`config.mk`:
```
export PLATFORM = sky130hd
export DESIGN_NAME = cpfs_top
export DESIGN_NICKNAME = d
export VERILOG_FILES = /design/src/inc/cpfs_pkg.sv /design/src/inc/cpfs_fn_if.sv /design/src/hw/cpfs_clkdiv.sv /design/src/hw/cpfs_pin_cell.sv /design/src/hw/cpfs_top.sv
export VERILOG_INCLUDE_DIRS = /design/src /design/src/inc
export SDC_FILE = /design/constraint.sdc
export NUM_CORES = 1
export LEC_CHECK = 0
export BUFFER_PORTS_ARGS = -buffer_cell sky130_fd_sc_hd__buf_4
export CAP_MARGIN = 10
export CELL_PAD_IN_SITES_DETAIL_PLACEMENT = 1
export CELL_PAD_IN_SITES_GLOBAL_PLACEMENT = 2
export CORE_MARGIN = 1.5
export CORE_UTILIZATION = 31
export CTS_CLUSTER_DIAMETER = 30
export CTS_CLUSTER_SIZE = 8
export DETAILED_ROUTE_END_ITERATION = 8
export PLACE_DENSITY_LB_ADDON = 0.1
export RECOVER_POWER = 100
export SKIP_LAST_GASP = 1
export SLEW_MARGIN = 20
export SYNTH_ARGS = -nofsm -noshare
export SYNTH_HDL_FRONTEND = slang
export SYNTH_SLANG_ARGS = --single-unit
```
`constraint.sdc`:
```
create_clock -name SYS_CLK -period 6.35 [get_ports SYS_CLK]
set_clock_uncertainty 0.15 [all_clocks]
set_input_delay 1.27 -clock SYS_CLK [delete_from_list [all_inputs] [get_ports SYS_CLK]]
set_output_delay 1.27 -clock SYS_CLK [all_outputs]
set_load 0.02 [all_outputs]
```
`src/inc/cpfs_defines.svh`:
```
`ifndef CPFS_DEFINES_SVH
`define CPFS_DEFINES_SVH

// Pin group size and option field width
`define CPFS_NPINS 10
`define CPFS_OPT_W 4

// Pin function option codes
`define CPFS_OPT_LDRV 4'h0
`define CPFS_OPT_POWER_ENABLE_N 4'h1
`define CPFS_OPT_TX_ACTIVITY_LED_N 4'h2
`define CPFS_OPT_RX_ACTIVITY_LED_N 4'h3
`define CPFS_OPT_TRAFFIC 4'h4
`define CPFS_OPT_SLEEP 4'h5
`define CPFS_OPT_CLK_HALF 4'h6
`define CPFS_OPT_CLK_QUARTER 4'h7
`define CPFS_OPT_CLK_EIGHTH 4'h8
`define CPFS_OPT_PULL_UP 4'h9
`define CPFS_OPT_DRIVE1 4'hA
`define CPFS_OPT_DRIVE0 4'hB
`define CPFS_OPT_BITBANG 4'hC
`define CPFS_OPT_PULL_DOWN 4'hD

// Pin that defaults to pulled-down input
`define CPFS_PULLDOWN_PIN 7
// Pins that may carry clocks or a fixed high level
`define CPFS_CLK_PIN_MASK 10'h361
// Pins that may be handed to bit-bang I/O
`define CPFS_BB_PIN_MASK 10'h360
// Pins that may carry the general status functions
`define CPFS_GEN_PIN_MASK 10'h37F

// Divider exponents for the clock outputs
`define CPFS_HALF_LOG2 1
`define CPFS_QUARTER_LOG2 2
`define CPFS_EIGHTH_LOG2 3

// Timing
`define CPFS_SYS_CLK_KHZ 10000
`define CPFS_LED_HOLD_NS 1000
`define CPFS_LED_HOLD_CYC \
    ((`CPFS_LED_HOLD_NS * `CPFS_SYS_CLK_KHZ + 999999) / 1000000)

// Reset values
`define CPFS_RST_INACTIVE_N 1'b1
`define CPFS_RST_LOW 1'b0

`endif

```
`src/inc/cpfs_pkg.sv`:
```
`include "cpfs_defines.svh"

package cpfs_pkg;

    typedef enum logic [`CPFS_OPT_W-1:0] {
        CPFS_LDRV = `CPFS_OPT_LDRV,
        CPFS_POWER_ENABLE_N = `CPFS_OPT_POWER_ENABLE_N,
        CPFS_TX_ACTIVITY_LED_N = `CPFS_OPT_TX_ACTIVITY_LED_N,
        CPFS_RX_ACTIVITY_LED_N = `CPFS_OPT_RX_ACTIVITY_LED_N,
        CPFS_TRAFFIC = `CPFS_OPT_TRAFFIC,
        CPFS_SLEEP = `CPFS_OPT_SLEEP,
        CPFS_CLK_HALF = `CPFS_OPT_CLK_HALF,
        CPFS_CLK_QUARTER = `CPFS_OPT_CLK_QUARTER,
        CPFS_CLK_EIGHTH = `CPFS_OPT_CLK_EIGHTH,
        CPFS_PULL_UP = `CPFS_OPT_PULL_UP,
        CPFS_DRIVE1 = `CPFS_OPT_DRIVE1,
        CPFS_DRIVE0 = `CPFS_OPT_DRIVE0,
        CPFS_BITBANG = `CPFS_OPT_BITBANG,
        CPFS_PULL_DOWN = `CPFS_OPT_PULL_DOWN
    } cpfs_opt_t;

    typedef enum {
        LDRV_IDLE,
        LDRV_LEAD,
        LDRV_GRANT,
        LDRV_SEND
    } cpfs_ldrv_state_t;

endpackage

```
`src/inc/cpfs_fn_if.sv`:
```
`timescale 1ns/1ns

// Function signals shared by every pin cell
interface cpfs_fn_if;
    logic line_driver_enable;
    logic power_enable_n;
    logic tx_activity_led_n;
    logic rx_activity_led_n;
    logic traffic_led_n;
    logic sleep_n;
    logic half_rate_clock_out;
    logic quarter_rate_clock_out;
    logic eighth_rate_clock_out;

    modport src (
        output line_driver_enable,
        output power_enable_n,
        output tx_activity_led_n,
        output rx_activity_led_n,
        output traffic_led_n,
        output sleep_n,
        output half_rate_clock_out,
        output quarter_rate_clock_out,
        output eighth_rate_clock_out
    );

    modport sink (
        input line_driver_enable,
        input power_enable_n,
        input tx_activity_led_n,
        input rx_activity_led_n,
        input traffic_led_n,
        input sleep_n,
        input half_rate_clock_out,
        input quarter_rate_clock_out,
        input eighth_rate_clock_out
    );
endinterface

```
`src/hw/cpfs_clkdiv.sv`:
```
`timescale 1ns/1ns
`include "cpfs_defines.svh"

// Square-wave divider by 2**DIV_LOG2, held low and reset while stopped
module cpfs_clkdiv #(
    parameter int DIV_LOG2 = 1
) (
    input wire logic clk,
    input wire logic rst,
    input wire logic stop,
    output logic clk_out
);
    logic [DIV_LOG2-1:0] cnt;

    // Counter restarts from zero so the first edge after resume is clean
    always_ff @(posedge clk or posedge rst) begin
        if (rst) begin
            cnt <= '0;
        end else if (stop) begin
            cnt <= '0;
        end else begin
            cnt <= cnt + 1'b1;
        end
    end

    // Counter top bit through a flop: period 2**DIV_LOG2, no decode glitch
    always_ff @(posedge clk or posedge rst) begin
        if (rst) begin
            clk_out <= `CPFS_RST_LOW;
        end else if (stop) begin
            clk_out <= `CPFS_RST_LOW;
        end else begin
            clk_out <= cnt[DIV_LOG2-1];
        end
    end

    property p_stopped_low;
        @(posedge clk) disable iff (rst)
        stop |=> !clk_out;
    endproperty
    a_stopped_low: assert property (p_stopped_low)
        else $error("divided clock runs while stopped");
endmodule

```
`src/hw/cpfs_pin_cell.sv`:
```
`timescale 1ns/1ns
`include "cpfs_defines.svh"

// One configurable pin: option decode and registered pin drive
module cpfs_pin_cell #(
    parameter bit CLK_OK = 1'b1,
    parameter bit BB_OK = 1'b1,
    parameter bit GEN_OK = 1'b1,
    parameter cpfs_pkg::cpfs_opt_t FALLBACK = cpfs_pkg::CPFS_PULL_UP
) (
    input wire logic clk,
    input wire logic rst,
    cpfs_fn_if.sink fn,
    input wire logic [`CPFS_OPT_W-1:0] option,
    input wire logic bb_out,
    input wire logic bb_oe,
    output logic pin_out,
    output logic pin_oe_n,
    output logic pull_up,
    output logic pull_down
);
    logic next_out;
    logic next_drive;
    logic next_pu;
    logic next_pd;
    logic [`CPFS_OPT_W-1:0] eff;

    // Options this pin cannot carry fall back to its default input
    always_comb begin
        eff = option;
        case (option)
            `CPFS_OPT_CLK_HALF, `CPFS_OPT_CLK_QUARTER,
            `CPFS_OPT_CLK_EIGHTH, `CPFS_OPT_DRIVE1: begin
                if (!CLK_OK) eff = FALLBACK;
            end
            `CPFS_OPT_BITBANG: begin
                if (!BB_OK) eff = FALLBACK;
            end
            `CPFS_OPT_PULL_UP, `CPFS_OPT_PULL_DOWN: begin
                eff = option;
            end
            default: begin
                if (!GEN_OK) eff = FALLBACK;
            end
        endcase
    end

    // Function select
    always_comb begin
        next_out = 1'b0;
        next_drive = 1'b1;
        next_pu = 1'b0;
        next_pd = 1'b0;
        case (eff)
            `CPFS_OPT_LDRV: next_out = fn.line_driver_enable;
            `CPFS_OPT_POWER_ENABLE_N: next_out = fn.power_enable_n;
            `CPFS_OPT_TX_ACTIVITY_LED_N: next_out = fn.tx_activity_led_n;
            `CPFS_OPT_RX_ACTIVITY_LED_N: next_out = fn.rx_activity_led_n;
            `CPFS_OPT_TRAFFIC: next_out = fn.traffic_led_n;
            `CPFS_OPT_SLEEP: next_out = fn.sleep_n;
            `CPFS_OPT_CLK_HALF: next_out = fn.half_rate_clock_out;
            `CPFS_OPT_CLK_QUARTER: next_out = fn.quarter_rate_clock_out;
            `CPFS_OPT_CLK_EIGHTH: next_out = fn.eighth_rate_clock_out;
            `CPFS_OPT_DRIVE1: next_out = 1'b1;
            `CPFS_OPT_DRIVE0: next_out = 1'b0;
            `CPFS_OPT_BITBANG: begin
                next_out = bb_out;
                next_drive = bb_oe;
            end
            `CPFS_OPT_PULL_DOWN: begin
                next_drive = 1'b0;
                next_pd = 1'b1;
            end
            default: begin
                next_drive = 1'b0;
                next_pu = 1'b1;
            end
        endcase
    end

    // Pin drive from flops; reset leaves the pin as a pulled-up input
    always_ff @(posedge clk or posedge rst) begin
        if (rst) begin
            pin_out <= `CPFS_RST_LOW;
            pin_oe_n <= `CPFS_RST_INACTIVE_N;
            pull_up <= 1'b1;
            pull_down <= `CPFS_RST_LOW;
        end else begin
            pin_out <= next_out;
            pin_oe_n <= ~next_drive;
            pull_up <= next_pu;
            pull_down <= next_pd;
        end
    end

    // Checked on the decoded option, so refused codes do not trip it
    property p_drive0;
        @(posedge clk) disable iff (rst)
        eff == `CPFS_OPT_DRIVE0 |=> !pin_out && !pin_oe_n;
    endproperty
    a_drive0: assert property (p_drive0)
        else $error("fixed low option not driven low");
endmodule

```
`src/hw/cpfs_top.sv`:
```
`timescale 1ns/1ns
`include "cpfs_defines.svh"

module cpfs_top #(
    parameter int NPINS = `CPFS_NPINS,
    parameter int LED_HOLD = `CPFS_LED_HOLD_CYC
) (
    input wire logic SYS_CLK,
    input wire logic RESET,
    // Configuration source
    input wire logic EEPROM_PRESENT,
    input wire logic CFG_LOAD,
    input wire logic [NPINS*`CPFS_OPT_W-1:0] CFG_PIN_OPTION,
    input wire logic REMOTE_WAKE_EN,
    // USB state
    input wire logic USB_CONFIGURED,
    input wire logic USB_SUSPEND,
    output logic USB_RESUME_REQ,
    // Serial engine side
    input wire logic UART_TXD,
    input wire logic UART_TX_PENDING,
    input wire logic UART_TX_ACTIVE,
    input wire logic UART_RX_ACTIVE,
    input wire logic [15:0] BIT_PERIOD_CYCLES,
    output logic UART_TX_START,
    output logic UART_RXD,
    input wire logic UART_RTS,
    output logic UART_CTS,
    input wire logic UART_DTR,
    output logic UART_DSR,
    output logic UART_DCD,
    output logic UART_RI,
    // Serial pins
    output logic TXD_PIN,
    input wire logic RXD_PIN,
    output logic RTS_N_PIN,
    input wire logic CTS_N_PIN,
    output logic DTR_N_PIN,
    input wire logic DSR_N_PIN,
    input wire logic DCD_N_PIN,
    input wire logic RING_INDICATOR_N_PIN,
    // Software bit-bang I/O
    input wire logic [NPINS-1:0] BITBANG_OUT,
    input wire logic [NPINS-1:0] BITBANG_OE,
    output logic [NPINS-1:0] BITBANG_IN,
    // Configurable pin group
    input wire logic [NPINS-1:0] CONFIG_PIN_GROUP_IN,
    output logic [NPINS-1:0] CONFIG_PIN_GROUP_OUT,
    output logic [NPINS-1:0] CONFIG_PIN_GROUP_OE_N,
    output logic [NPINS-1:0] CONFIG_PIN_GROUP_PULL_UP,
    output logic [NPINS-1:0] CONFIG_PIN_GROUP_PULL_DOWN
);
    localparam int SW = 5;

    cpfs_fn_if fn ();

    logic [`CPFS_OPT_W-1:0] opt [NPINS];
    cpfs_pkg::cpfs_ldrv_state_t state;
    logic [15:0] lead_cnt;
    logic [SW-1:0] sync1;
    logic [SW-1:0] sync2;
    logic [NPINS-1:0] pin_s1;
    logic ri_prev;
    logic [15:0] tx_hold;
    logic [15:0] rx_hold;

    // Option store: EEPROM contents or the no-EEPROM defaults
    always_ff @(posedge SYS_CLK or posedge RESET) begin
        if (RESET) begin
            for (int i = 0; i < NPINS; i++) begin
                opt[i] <= (i == `CPFS_PULLDOWN_PIN) ?
                    `CPFS_OPT_PULL_DOWN : `CPFS_OPT_PULL_UP;
            end
        end else if (CFG_LOAD) begin
            for (int i = 0; i < NPINS; i++) begin
                if (EEPROM_PRESENT) begin
                    opt[i] <= CFG_PIN_OPTION[i*`CPFS_OPT_W +:
                        `CPFS_OPT_W];
                end else if (i == `CPFS_PULLDOWN_PIN) begin
                    opt[i] <= `CPFS_OPT_PULL_DOWN;
                end else begin
                    opt[i] <= `CPFS_OPT_PULL_UP;
                end
            end
        end
    end

    // Line-driver enable sequencer; engine waits for the start grant
    always_ff @(posedge SYS_CLK or posedge RESET) begin
        if (RESET) begin
            state <= cpfs_pkg::LDRV_IDLE;
            lead_cnt <= '0;
        end else begin
            case (state)
                cpfs_pkg::LDRV_IDLE: begin
                    lead_cnt <= 16'h0001;
                    if (UART_TX_PENDING) begin
                        state <= cpfs_pkg::LDRV_LEAD;
                    end
                end
                cpfs_pkg::LDRV_LEAD: begin
                    // Zero period still gives one cycle of lead
                    if (lead_cnt >= BIT_PERIOD_CYCLES) begin
                        state <= cpfs_pkg::LDRV_GRANT;
                    end else begin
                        lead_cnt <= lead_cnt + 16'h0001;
                    end
                end
                cpfs_pkg::LDRV_GRANT: begin
                    if (UART_TX_ACTIVE) begin
                        state <= cpfs_pkg::LDRV_SEND;
                    end
                end
                cpfs_pkg::LDRV_SEND: begin
                    // Frame end includes the stop bit
                    if (!UART_TX_ACTIVE) begin
                        state <= cpfs_pkg::LDRV_IDLE;
                    end
                end
                default: state <= cpfs_pkg::LDRV_IDLE;
            endcase
        end
    end

    assign UART_TX_START = (state == cpfs_pkg::LDRV_GRANT);
    assign fn.line_driver_enable = (state != cpfs_pkg::LDRV_IDLE);

    // Power and suspend indicators
    always_ff @(posedge SYS_CLK or posedge RESET) begin
        if (RESET) begin
            fn.power_enable_n <= `CPFS_RST_INACTIVE_N;
            fn.sleep_n <= `CPFS_RST_INACTIVE_N;
        end else begin
            fn.power_enable_n <= USB_SUSPEND | ~USB_CONFIGURED;
            fn.sleep_n <= ~USB_SUSPEND;
        end
    end

    // Stretch activity so short bursts still light the LED
    always_ff @(posedge SYS_CLK or posedge RESET) begin
        if (RESET) begin
            tx_hold <= '0;
            rx_hold <= '0;
        end else begin
            if (UART_TX_ACTIVE) begin
                tx_hold <= 16'(LED_HOLD);
            end else if (tx_hold != '0) begin
                tx_hold <= tx_hold - 16'h0001;
            end
            if (UART_RX_ACTIVE) begin
                rx_hold <= 16'(LED_HOLD);
            end else if (rx_hold != '0) begin
                rx_hold <= rx_hold - 16'h0001;
            end
        end
    end

    assign fn.tx_activity_led_n = (tx_hold == '0);
    assign fn.rx_activity_led_n = (rx_hold == '0);
    assign fn.traffic_led_n = fn.tx_activity_led_n &
        fn.rx_activity_led_n;

    // Divided clocks, all halted in suspend
    cpfs_clkdiv #(.DIV_LOG2(`CPFS_HALF_LOG2)) u_half (
        .clk(SYS_CLK),
        .rst(RESET),
        .stop(USB_SUSPEND),
        .clk_out(fn.half_rate_clock_out)
    );
    cpfs_clkdiv #(.DIV_LOG2(`CPFS_QUARTER_LOG2)) u_quarter (
        .clk(SYS_CLK),
        .rst(RESET),
        .stop(USB_SUSPEND),
        .clk_out(fn.quarter_rate_clock_out)
    );
    cpfs_clkdiv #(.DIV_LOG2(`CPFS_EIGHTH_LOG2)) u_eighth (
        .clk(SYS_CLK),
        .rst(RESET),
        .stop(USB_SUSPEND),
        .clk_out(fn.eighth_rate_clock_out)
    );

    // Pin cells
    for (genvar g = 0; g < NPINS; g++) begin : g_pin
        localparam bit CLK_OK = 1'(`CPFS_CLK_PIN_MASK >> g);
        localparam bit BB_OK = 1'(`CPFS_BB_PIN_MASK >> g);
        localparam bit GEN_OK = 1'(`CPFS_GEN_PIN_MASK >> g);
        cpfs_pin_cell #(
            .CLK_OK(CLK_OK),
            .BB_OK(BB_OK),
            .GEN_OK(GEN_OK),
            .FALLBACK((g == `CPFS_PULLDOWN_PIN) ?
                cpfs_pkg::CPFS_PULL_DOWN : cpfs_pkg::CPFS_PULL_UP)
        ) u_cell (
            .clk(SYS_CLK),
            .rst(RESET),
            .fn(fn),
            .option(opt[g]),
            .bb_out(BITBANG_OUT[g]),
            .bb_oe(BITBANG_OE[g]),
            .pin_out(CONFIG_PIN_GROUP_OUT[g]),
            .pin_oe_n(CONFIG_PIN_GROUP_OE_N[g]),
            .pull_up(CONFIG_PIN_GROUP_PULL_UP[g]),
            .pull_down(CONFIG_PIN_GROUP_PULL_DOWN[g])
        );
    end

    // Two-flop synchronisers on every pin input
    always_ff @(posedge SYS_CLK or posedge RESET) begin
        if (RESET) begin
            sync1 <= '1;
            sync2 <= '1;
            pin_s1 <= '0;
            BITBANG_IN <= '0;
        end else begin
            sync1 <= {RING_INDICATOR_N_PIN, DCD_N_PIN, DSR_N_PIN,
                CTS_N_PIN, RXD_PIN};
            sync2 <= sync1;
            pin_s1 <= CONFIG_PIN_GROUP_IN;
            BITBANG_IN <= pin_s1;
        end
    end

    // Default UART mapping; active-low pins inverted here
    always_ff @(posedge SYS_CLK or posedge RESET) begin
        if (RESET) begin
            TXD_PIN <= 1'b1;
            RTS_N_PIN <= `CPFS_RST_INACTIVE_N;
            DTR_N_PIN <= `CPFS_RST_INACTIVE_N;
            UART_RXD <= 1'b1;
            UART_CTS <= `CPFS_RST_LOW;
            UART_DSR <= `CPFS_RST_LOW;
            UART_DCD <= `CPFS_RST_LOW;
            UART_RI <= `CPFS_RST_LOW;
        end else begin
            TXD_PIN <= UART_TXD;
            UART_RXD <= sync2[0];
            RTS_N_PIN <= ~UART_RTS;
            UART_CTS <= ~sync2[1];
            DTR_N_PIN <= ~UART_DTR;
            UART_DSR <= ~sync2[2];
            UART_DCD <= ~sync2[3];
            UART_RI <= ~sync2[4];
        end
    end

    // Ring falling edge wakes the host only when allowed and suspended
    always_ff @(posedge SYS_CLK or posedge RESET) begin
        if (RESET) begin
            ri_prev <= 1'b1;
            USB_RESUME_REQ <= `CPFS_RST_LOW;
        end else begin
            ri_prev <= sync2[4];
            USB_RESUME_REQ <= REMOTE_WAKE_EN & USB_SUSPEND &
                ri_prev & ~sync2[4];
        end
    end

    property p_eeprom_load;
        @(posedge SYS_CLK) disable iff (RESET)
        CFG_LOAD && EEPROM_PRESENT |=>
            opt[0] == $past(CFG_PIN_OPTION[`CPFS_OPT_W-1:0]);
    endproperty
    a_eeprom_load: assert property (p_eeprom_load)
        else $error("stored option not taken");

    property p_defaults;
        @(posedge SYS_CLK) disable iff (RESET)
        CFG_LOAD && !EEPROM_PRESENT |=>
            opt[`CPFS_PULLDOWN_PIN] == `CPFS_OPT_PULL_DOWN &&
            opt[0] == `CPFS_OPT_PULL_UP;
    endproperty
    a_defaults: assert property (p_defaults)
        else $error("default options wrong");

    property p_lead;
        @(posedge SYS_CLK) disable iff (RESET)
        $rose(UART_TX_START) |-> $past(fn.line_driver_enable) &&
            $past(lead_cnt) >= BIT_PERIOD_CYCLES;
    endproperty
    a_lead: assert property (p_lead)
        else $error("start granted without a full bit of lead");

    property p_frame_covered;
        @(posedge SYS_CLK) disable iff (RESET)
        state == cpfs_pkg::LDRV_SEND && UART_TX_ACTIVE |=>
            fn.line_driver_enable;
    endproperty
    a_frame_covered: assert property (p_frame_covered)
        else $error("driver enable dropped inside a frame");

    property p_power_enable_n;
        @(posedge SYS_CLK) disable iff (RESET)
        USB_CONFIGURED && !USB_SUSPEND ##1 USB_SUSPEND |=>
            !$past(fn.power_enable_n) && fn.power_enable_n;
    endproperty
    a_power_enable_n: assert property (p_power_enable_n)
        else $error("power enable did not follow suspend");

    property p_tx_activity_led_n;
        @(posedge SYS_CLK) disable iff (RESET)
        UART_TX_ACTIVE |=> !fn.tx_activity_led_n && !fn.traffic_led_n;
    endproperty
    a_tx_activity_led_n: assert property (p_tx_activity_led_n)
        else $error("transmit LED not low");

    property p_rx_activity_led_n;
        @(posedge SYS_CLK) disable iff (RESET)
        UART_RX_ACTIVE |=> !fn.rx_activity_led_n;
    endproperty
    a_rx_activity_led_n: assert property (p_rx_activity_led_n)
        else $error("receive LED not low");

    property p_traffic;
        @(posedge SYS_CLK) disable iff (RESET)
        fn.traffic_led_n == (fn.tx_activity_led_n && fn.rx_activity_led_n);
    endproperty
    a_traffic: assert property (p_traffic)
        else $error("traffic LED mismatch");

    property p_sleep;
        @(posedge SYS_CLK) disable iff (RESET)
        USB_SUSPEND [*2] |-> !fn.sleep_n;
    endproperty
    a_sleep: assert property (p_sleep)
        else $error("suspend indicator high in suspend");

    property p_clk_stop;
        @(posedge SYS_CLK) disable iff (RESET)
        USB_SUSPEND |=> !fn.half_rate_clock_out &&
            !fn.quarter_rate_clock_out && !fn.eighth_rate_clock_out;
    endproperty
    a_clk_stop: assert property (p_clk_stop)
        else $error("clock output running in suspend");

    property p_txd;
        @(posedge SYS_CLK) disable iff (RESET)
        ##1 TXD_PIN == $past(UART_TXD);
    endproperty
    a_txd: assert property (p_txd)
        else $error("transmit pin does not follow serial data");

    property p_cts;
        @(posedge SYS_CLK) disable iff (RESET)
        !CTS_N_PIN [*4] |-> UART_CTS;
    endproperty
    a_cts: assert property (p_cts)
        else $error("clear-to-send not seen");

    property p_wake;
        @(posedge SYS_CLK) disable iff (RESET)
        USB_RESUME_REQ |-> $past(REMOTE_WAKE_EN) && $past(USB_SUSPEND);
    endproperty
    a_wake: assert property (p_wake)
        else $error("resume requested without wake enable");

    c_frame: cover property (@(posedge SYS_CLK) disable iff (RESET)
        $fell(UART_TX_ACTIVE) && state == cpfs_pkg::LDRV_SEND);
    c_wake: cover property (@(posedge SYS_CLK) disable iff (RESET)
        USB_RESUME_REQ);
    c_load: cover property (@(posedge SYS_CLK) disable iff (RESET)
        CFG_LOAD && EEPROM_PRESENT);
endmodule

```
**Word level (Yosys, flattened, before mapping)**

Index checks and enable logic that the tools add are counted.

- $add $sub $neg: 6
- $lt $le $gt $ge: 1
- Equal/unequal tests: 152
- Muxes and demuxes: 73
- Bitwise gates (word level): 23
- Reduce and logical (&&, ||, !) cells: 46

Operator list:

| kind | count |
|---|---|
| $eq 4x4->1 const B | 65 |
| $eq 4x3->1 const B | 48 |
| $reduce_or 13->1 | 10 |
| $mux 32 | 4 |
| $pmux 32 s4 | 1 |
| $pmux 1 s11 | 10 |
| $reduce_or 11->1 | 10 |
| $eq 4x2->1 const B | 20 |
| $mux 16 | 5 |
| $eq 32x2->1 const B | 2 |
| $mux 4 | 16 |
| $eq 4x1->1 const B | 10 |
| $logic_not 4->1 | 10 |
| $eq 32x1->1 const B | 1 |
| $eq 32x3->1 const B | 1 |
| $logic_not 16->1 | 2 |
| $logic_not 32->1 | 1 |
| $pmux 16 s2 | 1 |
| $reduce_bool 16->1 | 2 |
| $reduce_bool 32->1 | 1 |
| $sub 16x1->16 const B | 2 |
| $mux 1 | 24 |
| $pmux 1 s2 | 10 |
| $reduce_or 5->1 | 4 |
| other kinds (15) | 41 |

- Flip-flop bits (word level): 211
- Bits of input ports: 104
- Output and inout bits: 60
- Word-level logic and storage cells: 377

**Longest topological paths before layout**

- Depth in word-level cells: 7
- Depth in mapped cells: 10
- Depth with buffers taken out: 8

**Hierarchy**

A second synthesis with hierarchy kept.

- Cell total of the unflattened synthesis: 719
- Area total of the unflattened synthesis: 8114.0 µm²

By module, submodules not included:

| module | instances | cells an instance | area each (µm²) | seq. area each (µm²) |
|---|---|---|---|---|
| cpfs_top | 1 | 514 | 5685.5 | 3350.7 |
| cpfs_pin_cell (g_pin[5].u_cell ...) | 4 | 23 | 239.0 | 102.6 |
| cpfs_pin_cell (g_pin[1].u_cell ...) | 4 | 15 | 197.7 | 102.6 |
| cpfs_pin_cell (g_pin[0].u_cell) | 1 | 20 | 226.5 | 102.6 |
| cpfs_clkdiv (u_eighth) | 1 | 11 | 145.1 | 100.1 |
| cpfs_pin_cell (g_pin[7].u_cell) | 1 | 9 | 137.6 | 102.6 |
| cpfs_clkdiv (u_quarter) | 1 | 8 | 101.3 | 75.1 |
| cpfs_clkdiv (u_half) | 1 | 5 | 71.3 | 50.0 |

**Worst setup path after synthesis**

Ideal clock, no wire load.

- Kind: in2reg
- From: input BIT_PERIOD_CYCLES[13]
- To: register lead_cnt[2]
- Setup time: 124 ps
- Arrival: 3173 ps
- Required time: 6076 ps
- Path slack: 2903 ps
- Stages on the path: 9
- Buffers on the path: 1
- Cells stage by stage: inv_1 ha_1 a211o_1 o211ai_1 o2111ai_1 a21oi_1 clkbuf_1 a21oi_1 a211o_1

- Word-level cells in the longest chain between the ends: 3

RTL lines:

| element | line | source |
|---|---|---|
| start, declared | cpfs_top.sv:24 | `input wire logic [15:0] BIT_PERIOD_CYCLES,` |
| $ge 16x16->1 | cpfs_top.sv:103 | `if (lead_cnt >= BIT_PERIOD_CYCLES) begin` |
| $ne 2x2->1 (no source line) | - |  |
| $reduce_and 2->1 (no source line) | - |  |
| end signal, assigned | cpfs_top.sv:106 | `lead_cnt <= lead_cnt + 16'h0001;` |
| end, declared | cpfs_top.sv:59 | `logic [15:0] lead_cnt;` |

Every way passes these cells.
A chain may end at the register's enable or synchronous reset.

**Final worst setup path**

- From: input BIT_PERIOD_CYCLES[0]
- To: register lead_cnt[8]

The elaborated chain is that of the path after synthesis.

==> results.json <==
{
  "fin_crit_sh": 0.663,
  "drtIter0Drc": 258,
  "r2r_start": "lead_cnt[0]",
  "post-route-min-period_ps": 4210,
  "wl_per_cell_um": 17.2,
  "clock_sinks": 181,
  "place_inst": 1274,
  "htree_levels": 4,
  "finalHoldViolCount": 0,
  "startpoint_type": "input pin",
  "max_freq_mhz": 238,
  "cts.clk_slew.worst_paths_ps": 80,
  "synth_fp_nets": 979,
  "r2r-end": "lead_cnt[8]",
  "place_congestion": 0.745,
  "drt-pass1-iter-count": 4,
  "drt_drc_violations_left": 0,
  "p_per_area_nw_per_um2": 313,
  "dieHeight_um": 169,
  "vias": 6456,
  "hold_buffers": 0,
  "final_area_um2": 10100,
  "grt_pass1_wl_um": 37100,
  "overflow": 0,
  "syn_area_um2": 8520,
  "synth_area_leaders": "dfrtp_1 36%, dfstp_2 18%, o21ai_0 5.0%, buf_4 3.7%, ha_1 3.5%",
  "via_per_inst": 4.94,
  "antenna_left": 0,
  "antenna_found_initial": 0,
  "dp_slack_ps": 2330,
  "timing.final.ws_setup_ps": 2140,
  "grt_max_degree": 119,
  "cts.repair.resized": 0,
  "r2r_cells": 9,
  "cts_setup_buffers": 0,
  "drive_gt1_frac": 0.191,
  "grt.total_usage": 0.167,
  "required_ps": 6510,
  "place_area_um2": 9680,
  "synth_seq_cells": 181,
  "core_area_um2": 27000,
  "cp_max_fo": 27,
  "reg2reg_setup_slack_ps": 2630,
  "syn_avg_cell_area_um2": 10.0,
  "yosys-top-cells-count": "123 x dfrtp_1, 85 x o21ai_0, 78 x inv_1, 76 x nor2_1, 58 x dfstp_2",
  "synth_top_area_frac": 0.361,
  "setup_viol": 0,
  "synth-edff-count": 0,
  "numCtsBuffers": 17,
  "syn_inst": 851,
  "leakage_nw": 4.64,
  "port_buffers": 151,
  "setup_tns_ps": 0,
  "min_from": "pin_s1[0]",
  "final_cells": 1306,
  "synth_most_common_cell": "dfrtp_1",
  "hold_path.class": "reg -> reg",
  "synthFlopType": "dfrtp_1",
  "cap_violations": 2,
  "crit_type": "in -> reg",
  "failed_checks": "capacitance limit, slew limit",
  "ios": 164,
  "layout.nets": 1080,
  "cts_tree": "yes",
  "crit_arrival_ps": 4380,
  "yosys.area.top_type": "dfrtp_1",
  "synth.yosys.seq_area_share": 0.540,
  "synth_warnings": 0,
  "cts.path.max_buffers": 2,
  "slew_violations": 145,
  "status": "finished with violations",
  "grt_pass1_vias": 6871,
  "die-area_um2": 28500,
  "synth_cell_type_count": 65,
  "initial_core_util": 0.316,
  "whs_path_depth": 0,
  "worst_pin_slew_ps": 3050,
  "async_flop_share": 1.00,
  "fill_cells": 3059,
  "worstHoldEndpoint": "BITBANG_IN[0]",
  "antenna_cells": 0,
  "wirelength_um": 22500,
  "die_x_um": 169,
  "fp-row-count": 60,
  "hpwl_um": 15300,
  "clkLatencyLatePin_ps": 440,
  "clockRootBuffer": "clkbuf_16",
  "cp-end-kind": "flop",
  "rsz0062_at_grt": "false",
  "slew-limit-headroom": -1.03,
  "ir_worst_vdd_mv": 0.177,
  "area_growth_pct": 18.2
}
==> worst max-delay path by stage <==
| stage | slack, ps | depth (start not counted) | end | startpoint |
|---|---|---|---|---|
| final | 2140 | 9 | lead_cnt[8] | BIT_PERIOD_CYCLES[0] |
| after global routing | 1810 | 9 | lead_cnt[13] | BIT_PERIOD_CYCLES[0] |
| after CTS | 2790 | 9 | lead_cnt[13] | BIT_PERIOD_CYCLES[0] |
| after detailed placement | 2330 | 9 | lead_cnt[8] | BIT_PERIOD_CYCLES[0] |
| after global placement | 2370 | 9 | lead_cnt[8] | BIT_PERIOD_CYCLES[0] |
| after floorplan | 110 | 1 | BITBANG_IN[0] | RESET |
==> per-stage QoR <==
step | utilization | hold WS [ps] | total power, mW
2_1_floorplan | - | 181 | 1.82
3_3_place_gp | 0.359 | 181 | 2.05
3_5_place_dp | 0.359 | 186 | 2.06
4_1_cts | 0.384 | 207 | 3.26
5_1_grt | 0.374 | 214 | 3.34
6_report | 0.374 | 204 | 3.16
==> logic make-up (layout without fill, tap and decap cells) <==
kind of cell,Yosys count,after routing,synth area share
compound gates,199,199,0.145
xor+xnor,22,22,0.0226
fa+ha+maj,24,24,0.0352
buf+inv,151,265,0.0866
flops,181,181,0.540
mux,12,12,0.0157
other cells,2,2,0.000881
simple gates,260,260,0.154
==> power by group <==
part | internal (mW) | leakage, nW | switching, mW
combinational | 0.220 | 2.13 | 0.395
sequential | 1.28 | 2.19 | 0.0832
clock | 0.570 | 0.318 | 0.609
==> area by class of cell <==
type                       instances  area (um^2)  share of cell area
clock inverter                    15          235              0.0233
inverter                          78          294              0.0292
timing repair buffer             155          936              0.0929
clock buffer                      17          425              0.0422
tap                              341          427              0.0423
multi-input combinational        519         3160               0.313
sequential                       181         4600               0.457
==> flip-flops by register name (all words and copies together) (netlist names), 2 cells and up <==
name                    count
BITBANG_IN                 10
tx_hold                    16
lead_cnt                   16
rx_hold                    16
u_quarter.cnt               2
opt                        40
g_pin.u_cell.pin_out       10
sync1                       5
state                       2
u_eighth.cnt                3
g_pin.u_cell.pull_up       10
pin_s1                     10
g_pin.u_cell.pin_oe_n      10
sync2                       5
g_pin.u_cell.pull_down     10
==> worst max-delay path, cell delays in order <==
cell       delay [ps]
clkbuf_4          110
ha_1              270
nand2b_1          140
a2111oi_0         500
o311ai_0          260
a21oi_1           180
clkbuf_1          790
a21oi_1           400
a221o_1           440
==> routing by layer <==
metal / vias to the layer above / GRT usage / wire [um]
met5: - / 0 / 0
met4: 0 / 0.0439 / 206
met3: 11 / 0.0290 / 733
met2: 95 / 0.288 / 11100
met1: 3235 / 0.216 / 10500
li1: 3115 / - / -
==> cells in the final DEF (no fill, tap or decap), drive strengths merged, types with 4 or more instances in the layout <==
| cell | netlist | layout |
|---|---|---|
| nor3 | 31 | 31 |
| xor2 | 7 | 7 |
| and2 | 4 | 4 |
| nand2b | 5 | 5 |
| a211oi | 6 | 6 |
| and3b | 4 | 4 |
| a31oi | 9 | 9 |
| nand2 | 44 | 44 |
| inv | 78 | 89 |
| nor2b | 12 | 12 |
| clkbuf | 27 | 104 |
| dfrtp | 123 | 123 |
| a21oi | 35 | 35 |
| a21o | 6 | 6 |
| o31ai | 4 | 4 |
| or4 | 5 | 5 |
| a211o | 13 | 13 |
| o22ai | 6 | 6 |
| nand4 | 7 | 7 |
| or3 | 6 | 6 |
| nand3 | 28 | 28 |
| ha | 24 | 24 |
| o21ai | 85 | 85 |
| and3 | 11 | 11 |
| nor2 | 76 | 76 |
| buf | 46 | 68 |
| xnor2 | 15 | 15 |
| dfstp | 58 | 58 |
| mux2i | 10 | 10 |
| o32ai | 4 | 4 |
| nor4 | 18 | 18 |
Note: power is estimated with default switching activity, not from simulation.
